**src/eid_pkg.sv**
```systemverilog
// package of constants and types for the external interrupt debouncer
package eid_pkg;
  // ********************************************************
  // sizes
  // ********************************************************
  localparam int EID_PINS = 8;
  localparam int EID_CNT_W = 4;
  localparam int EID_PRESC_W = 3;
  localparam int EID_DIV_W = 8;

  // ********************************************************
  // register byte offsets
  // ********************************************************
  localparam logic [7:0] EID_OFF_CTRL = 8'h00;
  localparam logic [7:0] EID_OFF_DEBCFG = 8'h04;
  localparam logic [7:0] EID_OFF_STCNT = 8'h08;
  localparam logic [7:0] EID_OFF_ASYNC = 8'h0c;
  localparam logic [7:0] EID_OFF_SENSE = 8'h10;
  localparam logic [7:0] EID_OFF_FILTDEB = 8'h14;
  localparam logic [7:0] EID_OFF_FLAG = 8'h18;
  localparam logic [7:0] EID_OFF_MASK = 8'h1c;
  localparam logic [7:0] EID_OFF_DEBOUNCED_PIN_STATE = 8'h20;

  // ********************************************************
  // field positions
  // ********************************************************
  localparam int EID_CTRL_EN_BIT = 0;
  localparam int EID_CTRL_CLOCK_SELECT_BIT = 1;
  localparam int EID_DEBCFG_TICK_ON_A_BIT = 4;
  localparam int EID_ASYNC_NM_BIT = 8;
  localparam int EID_DEB_LSB = 0;
  localparam int EID_FILT_LSB = 8;
  localparam int EID_FLAG_NM_BIT = 8;

  // ********************************************************
  // reset values, thresholds and sense encodings
  // ********************************************************
  localparam logic [EID_PRESC_W-1:0] EID_PRESC_RST = 3'h0;
  localparam logic [15:0] EID_SENSE_RST = 16'h0000;
  localparam logic [EID_CNT_W-1:0] EID_THRESH_LOW = 4'h4;
  localparam logic [EID_CNT_W-1:0] EID_THRESH_HIGH = 4'h8;
  localparam logic [1:0] EID_SENSE_NONE = 2'h0;
  localparam logic [1:0] EID_SENSE_RISE = 2'h1;
  localparam logic [1:0] EID_SENSE_FALL = 2'h2;
  localparam logic [1:0] EID_SENSE_BOTH = 2'h3;

  typedef struct packed {
    logic [EID_DIV_W-1:0] cnt;
    logic tick;
  } eid_div_t;

  typedef struct packed {
    logic ack;
    logic [31:0] rdat;
    logic enable;
    logic clkSel;
    logic [EID_PRESC_W-1:0] presc;
    logic tick_on_a;
    logic [EID_PINS-1:0] stateCountSel;
    logic [EID_PINS-1:0] asyncSelect;
    logic nmAsync;
    logic [2*EID_PINS-1:0] senseSetting;
    logic [EID_PINS-1:0] debEn;
    logic [EID_PINS-1:0] glitchFilterEn;
    logic [EID_PINS:0] flag;
    logic [EID_PINS:0] mask;
    logic [EID_PINS-1:0] debounced_pin_state;
    logic [EID_PINS-1:0] s0;
    logic [EID_PINS-1:0] s1;
    logic [EID_PINS-1:0] s2;
    logic [EID_PINS-1:0] prevSamp;
    logic nm0;
    logic nm1;
    logic [EID_PINS-1:0][EID_CNT_W-1:0] cnt;
  } eid_state_t;
endpackage

```
**src/eid_tick_div.sv**
```systemverilog
// prescaler that makes the low frequency debounce tick
`timescale 1ns/100ps
`default_nettype none
module eid_tick_div
  import eid_pkg::*;
(
  input wire logic mclk,
  input wire logic reset,
  input wire logic enable,
  input wire logic [EID_PRESC_W-1:0] presc,
  output logic tick
);
  eid_div_t st_ff;
  eid_div_t nxt_st;
  logic [EID_DIV_W-1:0] lastCnt;

  // tick period is 2^(presc+1) clocks
  always_comb begin
    nxt_st = st_ff;
    lastCnt = EID_DIV_W'((9'h002 << presc) - 9'h001);
    nxt_st.tick = 1'b0;
    if (!enable) begin
      nxt_st.cnt = '0;
    end else if (st_ff.cnt >= lastCnt) begin
      nxt_st.cnt = '0;
      nxt_st.tick = 1'b1;
    end else begin
      nxt_st.cnt = st_ff.cnt + 8'h01;
    end
  end

  always_ff @(posedge mclk or posedge reset) begin
    if (reset) begin
      st_ff <= '0;
    end else begin
      st_ff <= nxt_st;
    end
  end

  assign tick = st_ff.tick;
endmodule
`default_nettype wire

```
**src/eid_debouncer.sv**
```systemverilog
// external interrupt pin edge detection and debouncing with wishbone registers
// What this block does
// - sync edge mode: nonmask flag set when newest sample differs from prior one
// - async edge mode: pins set flags directly; no clock request once every pin and the nonmask pin are async and none debounces
// - each pin debounces synchronously or asynchronously per its async_select bit
// - debouncer runs on controller clock; prescaler makes a low frequency tick
// - debounce may be enabled only when sense is rise, fall or both
// - glitch filter cannot be enabled on a pin that debounces
// - sample every clock; check transitional edge only on ticks
// - bounce checked every clock if tick_on_a is 0, else only on ticks
// - transitional edge increments counter; bounce clears counter
// - sync threshold is 4 with state_count_sel 0, 8 with it 1
// - async threshold is always 4
// - counter reaching threshold validates edge and updates debounced pin state
// - flag set whenever a debouncing pin's debounced pin state changes, whatever its sense
// - debounced pin state readable in a register in both modes
`timescale 1ns/100ps
`default_nettype none
module eid_debouncer
  import eid_pkg::*;
(
  input wire logic mclk,
  input wire logic reset,
  input wire logic wbCycI,
  input wire logic wbStbI,
  input wire logic wbWeI,
  input wire logic [7:0] wbAdrI,
  input wire logic [3:0] wbSelI,
  input wire logic [31:0] wbDatI,
  output logic [31:0] wbDatO,
  output logic wbAckO,
  input wire logic [EID_PINS-1:0] extIrqPin,
  input wire logic nonmaskPin,
  output logic clockRequest,
  output logic irq
);
  eid_state_t st_ff;
  eid_state_t nxt_st;
  logic tick;
  logic wrStb;
  logic rdStb;
  logic [31:0] wMask;
  logic [31:0] wVal;
  logic [EID_PINS-1:0] senseOk;
  logic [EID_PINS-1:0] samp;
  logic [EID_PINS-1:0] edgeHit;
  logic [EID_PINS:0] setEv;
  logic [EID_CNT_W-1:0] thresh;
  logic [EID_CNT_W-1:0] cntInc;
  logic bounceChk;
  logic rise;
  logic fall;

  // ********************************************************
  // low frequency tick
  // ********************************************************
  eid_tick_div u_div (
    .mclk(mclk),
    .reset(reset),
    .enable(st_ff.enable),
    .presc(st_ff.presc),
    .tick(tick)
  );

  // ********************************************************
  // next state
  // ********************************************************
  always_comb begin
    nxt_st = st_ff;
    wrStb = wbCycI && wbStbI && wbWeI && !st_ff.ack;
    rdStb = wbCycI && wbStbI && !wbWeI && !st_ff.ack;
    wMask = {{8{wbSelI[3]}}, {8{wbSelI[2]}}, {8{wbSelI[1]}}, {8{wbSelI[0]}}};
    wVal = '0;
    senseOk = '0;
    samp = '0;
    edgeHit = '0;
    setEv = '0;
    thresh = EID_THRESH_LOW;
    cntInc = '0;
    bounceChk = 1'b0;
    rise = 1'b0;
    fall = 1'b0;

    // pins are sampled on every clock
    nxt_st.s0 = extIrqPin;
    nxt_st.s1 = st_ff.s0;
    nxt_st.s2 = st_ff.s1;
    nxt_st.nm0 = nonmaskPin;
    nxt_st.nm1 = st_ff.nm0;

    // nonmask edge: sync compares two samples, async looks at the raw pin
    if (st_ff.nmAsync) begin
      setEv[EID_FLAG_NM_BIT] = nonmaskPin != st_ff.nm0;
    end else begin
      setEv[EID_FLAG_NM_BIT] = st_ff.nm0 != st_ff.nm1;
    end

    for (int i = 0; i < EID_PINS; i++) begin
      senseOk[i] = st_ff.senseSetting[2*i +: 2] != EID_SENSE_NONE;
      // majority of three rejects single clock glitches on filtered pins
      if (st_ff.glitchFilterEn[i]) begin
        samp[i] = (st_ff.s0[i] & st_ff.s1[i]) | (st_ff.s1[i] & st_ff.s2[i])
          | (st_ff.s0[i] & st_ff.s2[i]);
      end else begin
        samp[i] = st_ff.s0[i];
      end
      nxt_st.prevSamp[i] = samp[i];

      if (st_ff.debEn[i]) begin
        // async debouncing ignores state_count_sel
        if (st_ff.asyncSelect[i]) begin
          thresh = EID_THRESH_LOW;
        end else if (st_ff.stateCountSel[i]) begin
          thresh = EID_THRESH_HIGH;
        end else begin
          thresh = EID_THRESH_LOW;
        end
        cntInc = st_ff.cnt[i] + 4'h1;
        bounceChk = st_ff.tick_on_a ? tick : 1'b1;
        if (st_ff.s0[i] != st_ff.debounced_pin_state[i]) begin
          if (tick) begin
            if (cntInc >= thresh) begin
              nxt_st.debounced_pin_state[i] = st_ff.s0[i];
              nxt_st.cnt[i] = '0;
              setEv[i] = 1'b1;
            end else begin
              nxt_st.cnt[i] = cntInc;
            end
          end
        end else if (bounceChk) begin
          nxt_st.cnt[i] = '0;
        end
      end else begin
        nxt_st.cnt[i] = '0;
        nxt_st.debounced_pin_state[i] = samp[i];
        // async pins take their edge straight from the pin
        if (st_ff.asyncSelect[i]) begin
          rise = extIrqPin[i] && !st_ff.s0[i];
          fall = !extIrqPin[i] && st_ff.s0[i];
        end else begin
          rise = samp[i] && !st_ff.prevSamp[i];
          fall = !samp[i] && st_ff.prevSamp[i];
        end
        unique case (st_ff.senseSetting[2*i +: 2])
          EID_SENSE_RISE: edgeHit[i] = rise;
          EID_SENSE_FALL: edgeHit[i] = fall;
          EID_SENSE_BOTH: edgeHit[i] = rise || fall;
          EID_SENSE_NONE: edgeHit[i] = 1'b0;
        endcase
        setEv[i] = edgeHit[i];
      end
    end
    if (!st_ff.enable) begin
      setEv = '0;
    end

    // ********************************************************
    // register writes
    // ********************************************************
    nxt_st.ack = wbCycI && wbStbI && !st_ff.ack;
    if (wrStb) begin
      unique case (wbAdrI)
        EID_OFF_CTRL: begin
          wVal = ({30'h0, st_ff.clkSel, st_ff.enable} & ~wMask) | (wbDatI & wMask);
          nxt_st.enable = wVal[EID_CTRL_EN_BIT];
          nxt_st.clkSel = wVal[EID_CTRL_CLOCK_SELECT_BIT];
        end
        EID_OFF_DEBCFG: begin
          wVal = ({27'h0, st_ff.tick_on_a, 1'b0, st_ff.presc} & ~wMask) | (wbDatI & wMask);
          nxt_st.presc = wVal[EID_PRESC_W-1:0];
          nxt_st.tick_on_a = wVal[EID_DEBCFG_TICK_ON_A_BIT];
        end
        EID_OFF_STCNT: begin
          wVal = ({24'h0, st_ff.stateCountSel} & ~wMask) | (wbDatI & wMask);
          nxt_st.stateCountSel = wVal[EID_PINS-1:0];
        end
        EID_OFF_ASYNC: begin
          wVal = ({23'h0, st_ff.nmAsync, st_ff.asyncSelect} & ~wMask) | (wbDatI & wMask);
          nxt_st.asyncSelect = wVal[EID_PINS-1:0];
          nxt_st.nmAsync = wVal[EID_ASYNC_NM_BIT];
        end
        EID_OFF_SENSE: begin
          wVal = ({16'h0, st_ff.senseSetting} & ~wMask) | (wbDatI & wMask);
          nxt_st.senseSetting = wVal[2*EID_PINS-1:0];
          // a pin whose sense goes to none loses its debouncer
          for (int i = 0; i < EID_PINS; i++) begin
            if (wVal[2*i +: 2] == EID_SENSE_NONE) begin
              nxt_st.debEn[i] = 1'b0;
            end
          end
        end
        EID_OFF_FILTDEB: begin
          wVal = ({16'h0, st_ff.glitchFilterEn, st_ff.debEn} & ~wMask) | (wbDatI & wMask);
          nxt_st.debEn = wVal[EID_DEB_LSB +: EID_PINS] & senseOk;
          // debounce wins when both are asked for
          nxt_st.glitchFilterEn = wVal[EID_FILT_LSB +: EID_PINS]
            & ~(wVal[EID_DEB_LSB +: EID_PINS] & senseOk);
        end
        EID_OFF_MASK: begin
          wVal = ({23'h0, st_ff.mask} & ~wMask) | (wbDatI & wMask);
          nxt_st.mask = wVal[EID_PINS:0];
        end
        default: begin
          wVal = '0;
        end
      endcase
    end

    // flags are write-one-to-clear; a new event in the same cycle wins
    if (wrStb && wbAdrI == EID_OFF_FLAG) begin
      nxt_st.flag = (st_ff.flag & ~(wbDatI[EID_PINS:0] & wMask[EID_PINS:0])) | setEv;
    end else begin
      nxt_st.flag = st_ff.flag | setEv;
    end

    // ********************************************************
    // register reads
    // ********************************************************
    nxt_st.rdat = '0;
    if (rdStb) begin
      unique case (wbAdrI)
        EID_OFF_CTRL: nxt_st.rdat = {30'h0, st_ff.clkSel, st_ff.enable};
        EID_OFF_DEBCFG: nxt_st.rdat = {27'h0, st_ff.tick_on_a, 1'b0, st_ff.presc};
        EID_OFF_STCNT: nxt_st.rdat = {24'h0, st_ff.stateCountSel};
        EID_OFF_ASYNC: nxt_st.rdat = {23'h0, st_ff.nmAsync, st_ff.asyncSelect};
        EID_OFF_SENSE: nxt_st.rdat = {16'h0, st_ff.senseSetting};
        EID_OFF_FILTDEB: nxt_st.rdat = {16'h0, st_ff.glitchFilterEn, st_ff.debEn};
        EID_OFF_FLAG: nxt_st.rdat = {23'h0, st_ff.flag};
        EID_OFF_MASK: nxt_st.rdat = {23'h0, st_ff.mask};
        EID_OFF_DEBOUNCED_PIN_STATE: nxt_st.rdat = {24'h0, st_ff.debounced_pin_state};
        default: nxt_st.rdat = '0;
      endcase
    end
  end

  // ********************************************************
  // state register
  // ********************************************************
  always_ff @(posedge mclk or posedge reset) begin
    if (reset) begin
      st_ff <= '0;
      st_ff.presc <= EID_PRESC_RST;
      st_ff.senseSetting <= EID_SENSE_RST;
    end else begin
      st_ff <= nxt_st;
    end
  end

  assign wbAckO = st_ff.ack;
  assign wbDatO = st_ff.rdat;
  assign irq = |(st_ff.flag & st_ff.mask);
  // clock is requested while enabled and some pin or the nonmask pin works synchronously or any pin debounces
  assign clockRequest = st_ff.enable && (!(&st_ff.asyncSelect) || !st_ff.nmAsync
    || (|st_ff.debEn));
endmodule
`default_nettype wire

```
**config.mk**
```make
export PLATFORM = sky130hd
export DESIGN_NAME = eid_debouncer
export DESIGN_NICKNAME = d
export VERILOG_FILES = /design/src/eid_pkg.sv /design/src/eid_tick_div.sv /design/src/eid_debouncer.sv
export SDC_FILE = /design/constraint.sdc
export NUM_CORES = 1
export LEC_CHECK = 0
export BUFFER_PORTS_ARGS = -buffer_cell sky130_fd_sc_hd__buf_4
export CAP_MARGIN = 20
export CORE_MARGIN = 2
export CORE_UTILIZATION = 45
export CTS_BUF_LIST = sky130_fd_sc_hd__clkbuf_4 sky130_fd_sc_hd__clkbuf_8
export DETAILED_ROUTE_END_ITERATION = 6
export PLACE_DENSITY = 0.7
export SYNTH_ARGS = -nofsm -noshare
export SYNTH_HDL_FRONTEND = slang
export SYNTH_SLANG_ARGS = --single-unit
```
**constraint.sdc**
```tcl
create_clock -name mclk -period 4.7 [get_ports mclk]
set_clock_uncertainty 0.05 [all_clocks]
set_input_delay 0.235 -clock mclk [delete_from_list [all_inputs] [get_ports mclk]]
set_output_delay 0.235 -clock mclk [all_outputs]
set_load 0.1 [all_outputs]
```
; ---- Word level (Yosys, flattened, before mapping)
; Cells that the tools add are included.
[totals]
output_inout_bits = 35
wordCells = 554
mem_bits_ro = 0
ff_bits = 189
mem_count = 0
ram_bits = 0
latchBits = 0
[op_classes]
add_sub_neg = 10
multipliers = 0
bitwise = 65
n_eq_ne = 90
n_mux = 188
shift = 1
n_reduce_logical = 146
n_div = 0
magnitude_cmp = 9
[op_table]
columns = op, n
row1 = 2-to-1 mux 4 bit, 57
row2 = case mux 16 bit (9 select lines), 1
row3 = 2-to-1 mux 1 bit, 116
row4 = AND 16 bit, 3
row5 = != test 2 x 1 -> 1 bit (second input constant), 24
row6 = AND reduction 3 bit, 16
row7 = AND 9 bit, 5
row8 = logical AND 1 bit, 40
row9 = logical NOT 1 bit, 36
row10 = bitwise OR 9 bit, 4
row11 = adder 4 x 1 -> 4 bit (second input constant), 8
row12 = equality test 2 bit (second input constant), 16
row13 = equality test 8 x 5 -> 1 bit (second input constant), 4
row14 = >= comparator 4 bit, 8
row15 = logical NOT 2 bit, 16
row16 = bitwise OR 16 bit, 2
row17 = case mux 1 bit (4 select lines), 8
row18 = AND reduction 2 bit, 15
row19 = AND 1 bit, 24
row20 = AND 8 bit, 3
row21 = != test 3 x 1 -> 1 bit (second input constant), 8
row22 = != test 3 x 2 -> 1 bit (second input constant), 8
row23 = 2-to-1 mux 9 bit, 2
row24 = nonzero test 2 bit, 9
row25 = other kinds (27), 76

; ---- Depth between registers and ports, before layout
[depth]
depth_word = 14
ltp_mapped = 9
ltp_nobuf = 9

; ---- By module
; Synthesis repeated with hierarchy kept, for this count alone.
[unflattened]
cells_unflattened = 890
hier_area_um2 = 9507.9
[modules_own_cells]
columns = module, seq_area_each_um2, area_each_um2, cells_each, instances
row1 = eid_debouncer, 4103.9, 8932.3, 831, 1
row2 = eid_tick_div, 225.2, 575.6, 59, 1

; ---- Worst setup path after synthesis
; Ideal clock, no wire load.
[synth_timing]
kind = reg2out
from = register st_ff[107] (netlist bit)
to = output clockRequest
path_slack_ps = 2014
t_arrival_ps = 2401
path_stages_with_launch = 5
path_cell_list = dfrtp_1 clkbuf_1 nand4b_1 nor2_1 a31oi_1
[synth_via]
elab_chain_len = 3
[synth_lines]
columns = item, line_no
row1 = "start, declared", eid_debouncer.sv:37  ; eid_state_t st_ff;
row2 = "start signal, assigned", eid_debouncer.sv:245  ; st_ff <= nxt_st;
row3 = OR reduction 8 bit, eid_debouncer.sv:254  ; || (|st_ff.debEn));
row4 = logical OR 1 bit, eid_debouncer.sv:254
row5 = logical AND 1 bit, eid_debouncer.sv:253  ; assign clockRequest = st_ff.enable && (!(&st_ff.asyncSelect) || !st_ff.nmAsync
row6 = "end, declared", eid_debouncer.sv:34  ; output logic clockRequest,
; Every way passes these cells.

==> metrics.md <==
| Metric | Value |
|---|---|
| Run status | `finished, final reports clean` |
| Vias in the first global route | `6912` |
| Post-CTS setup buffer count | `0` |
| Final Setup Violations | `0` |
| Unrepaired setup endpoints after global routing | `false` |
| PortBufs | `58` |
| EDFF count, synth | `0` |
| Flop-to-flop setup slack | `2310 ps` |
| Fin crit share | `51.2%` |
| Synth unique cells | `62` |
| Initial Util | `45.5%` |
| Top cells by count, synth | `dfrtp_1, mux2_2, nand2_1` |
| Worst VDD drop | `0.132 mV` |
| Post-synth top area share | `45.7%` |
| Fmax | `416 MHz` |
| Launching point of the worst reg2reg path | `wbAckO$_DFF_PP0_` |
| Share of layout cells above drive strength 1 | `18.9%` |
| DP Area | `9980 sq um` |
| Relative slew slack | `28.3%` |
| # diodes | `0` |
| Dominant cells by area after synthesis | `dfrtp_1, mux2_2, ha_1, mux2i_1, o21ai_0` |
| Area of the multi-input gates | `4690 sq um` |
| Setup TNS | `0 ps` |
| Gr usage total | `21.9%` |
| Hold/Removal Path Class | `primary input to flop` |
| CP endpoint kind | `primary output` |
| Top_reg_cell synth | `dfrtp_1` |
| Largest net degree at the start of global routing | `138` |
| Synth Register Bits | `173` |
| Pwr dens | `271 nW/um^2` |
| H-tree Lvls | `4` |
| Clock Latency Late Sink | `470 ps` |
| CP arrival | `about 2100 ps` |
| CP Buf/Inv Count | `2` |
| CTS Buf Count | `17` |
| Syn. warnings | `0` |
| FF+latch area | `4330 sq um` |
| Finished Core Util | `50.9%` |
| CTS root buf | `clkbuf_8` |
| Cts hold-fix bufs | `17` |
| Clk slew on worst S/H paths | `100 ps` |
| DRC | `0` |
| Mapped cell area | `9470 sq um` |
| Critical path's slowest cell | `dfrtp_1` |
| Mapped Cells | `around 900` |
| Die area | `22200 sq um` |
| Vias | `approximately 7000` |
| Die Y | `149 um` |
| Max Slew Vio Count | `0` |
| Hold Fails Final Rpt | `0` |
| DR vias/cell | `5.82` |
| Core area | `20800 sq um` |
| CP Launch Type | `flop` |
| Hold Path Origin | `wbDatI[5]` |
| Initial antenna violation count | `0` |
| Required time worst endpoint | `approximately 4400 ps` |
| Cell Chain, Critical Path | `inv_1, a31oi_1, buf_4` |
| Fillers | `1879` |
| Pwr Total | `2.87 mW` |
| Final #Nets | `1050` |
| DR WL/cell | `18.9 um` |
| HPWL Detailed | `about 16 mm` |
| P_leak | `4.81 nW` |
| CP Max Fanout | `9` |
| GPL Wtd Cong | `0.883` |
| Critical path type | `flop to primary output` |
| Row cnt | `53` |
| Mapped Avg Cell Area | `10.5 sq um` |
| Max Cap Viol | `0` |
| Yosys top cell by area | `dfrtp_1` |
| Final WS setup | `2290 ps` |
| Number of cells upsized or downsized after cts | `0` |
| Post-route cell area | `10600 sq um` |
| Area Growth Syn to Fin | `11.9%` |
| Post-synthesis sequential area ratio | `45.7%` |
| Largest stage delay on the critical path | `slightly above 600 ps` |
| First-pass GRT wire length | `37.7 mm` |
| Drt total wl | `23.5 mm` |
| Top-count cell post-synth | `dfrtp_1` |
| Worst Max-Slew Pin Slew | `1070 ps` |
| Die width | `149 um` |
| Cell family with most CP delay | `buffers and inverters` |
| Antenna Nets Post-Route | `0` |
| DR pass1 iterations | `5` |
| Min Clock Period, post-route | `between 2000 and 2500 ps` |
| CTS tree | `done` |
| Asr flop ratio synth | `100%` |
| Clk buf depth | `2` |
| Initial DRC Count | `~680` |
| Place WS | `1930 ps` |
| Total congestion overflow | `0` |
| Total I/O pin count | `93` |
| CTS Sinks | `173` |
## worst paths after layout
| kind | cells after the start | to |
|---|---|---|
| worst min-delay path | 2 | st_ff[113]$_DFFE_PP0P_ |
| min in group asynchronous | 3 | st_ff[40]$_DFF_PP0_ |
| worst min register to register | 0 | st_ff[42]$_DFF_PP0_ |
| worst max register to register | 5 | st_ff[84]$_DFF_PP0_ |
| max in group asynchronous | 4 | st_ff[87]$_DFF_PP0_ |
| worst max-delay path | 3 | clockRequest |
## power breakdown
part / internal (mW) / total (mW) / leakage [nW] / switching (mW)
combinational: 0.0724 / 0.242 / 2.31 / 0.169
sequential: 1.51 / 1.54 / 2.31 / 0.0259
clock: 0.539 / 1.09 / 0.203 / 0.555
## area by class of cell
class | count | area share (%)
Clock buffer | 19 | 2.35
Clock inverter | 13 | 1.57
Inverter | 31 | 1.13
Multi-Input combinational cell | 645 | 44.3
Sequential cell | 173 | 40.9
Tap cell | 275 | 3.25
Timing Repair Buffer | 84 | 6.57
## logic make-up (layout without fill, tap and decap cells)
| logic type | Yosys count | after routing | synth area share, % |
|---|---|---|---|
| buffers and inverters | 99 | 147 | 5.39 |
| other | 1 | 16 | 0.0396 |
| AOI/OAI and AO/OA | 197 | 197 | 14.5 |
| DFF | 173 | 173 | 45.7 |
| muxes | 98 | 98 | 11.4 |
| xor gates and xnor gates | 30 | 30 | 2.78 |
| adders and majority gates | 40 | 40 | 5.29 |
| and+or+nand+nor | 264 | 264 | 14.9 |
## worst reg2reg max path, cell delays in order, from the launching register on
cell and delay [ps]:
dfrtp_1 380, and3b_1 390, and3_1 370, and3_1 600
a21boi_0 200, a211o_1 300
## routing by layer
layer  track usage, %  routed length (um)
met5                0                   0
met4             7.00                 479
met3             4.01                1590
met2             35.5               11100
met1             29.9               10300
## metrics by stage
step,cells,hold WS [ps]
after floorplan,917,216
after detailed placement,1189,314
after global placement,1189,307
after CTS,1238,2.14
after global routing,1240,9.86
final,1240,23.3
## layout by cell type (no fill, tap or decap), drive strengths merged, types with 18 or more instances in the layout
cell,instances
dfrtp,173
buf,66
mux2,65
nand2,64
nor2,55
o21ai,51
ha,40
mux2i,32
inv,31
nand3,26
a21oi,25
a22oi,25
nand2b,22
a22o,21
clkbuf,19
xnor2,18
dlygate4sd3,18
Power figures use the tool's default switching activity.
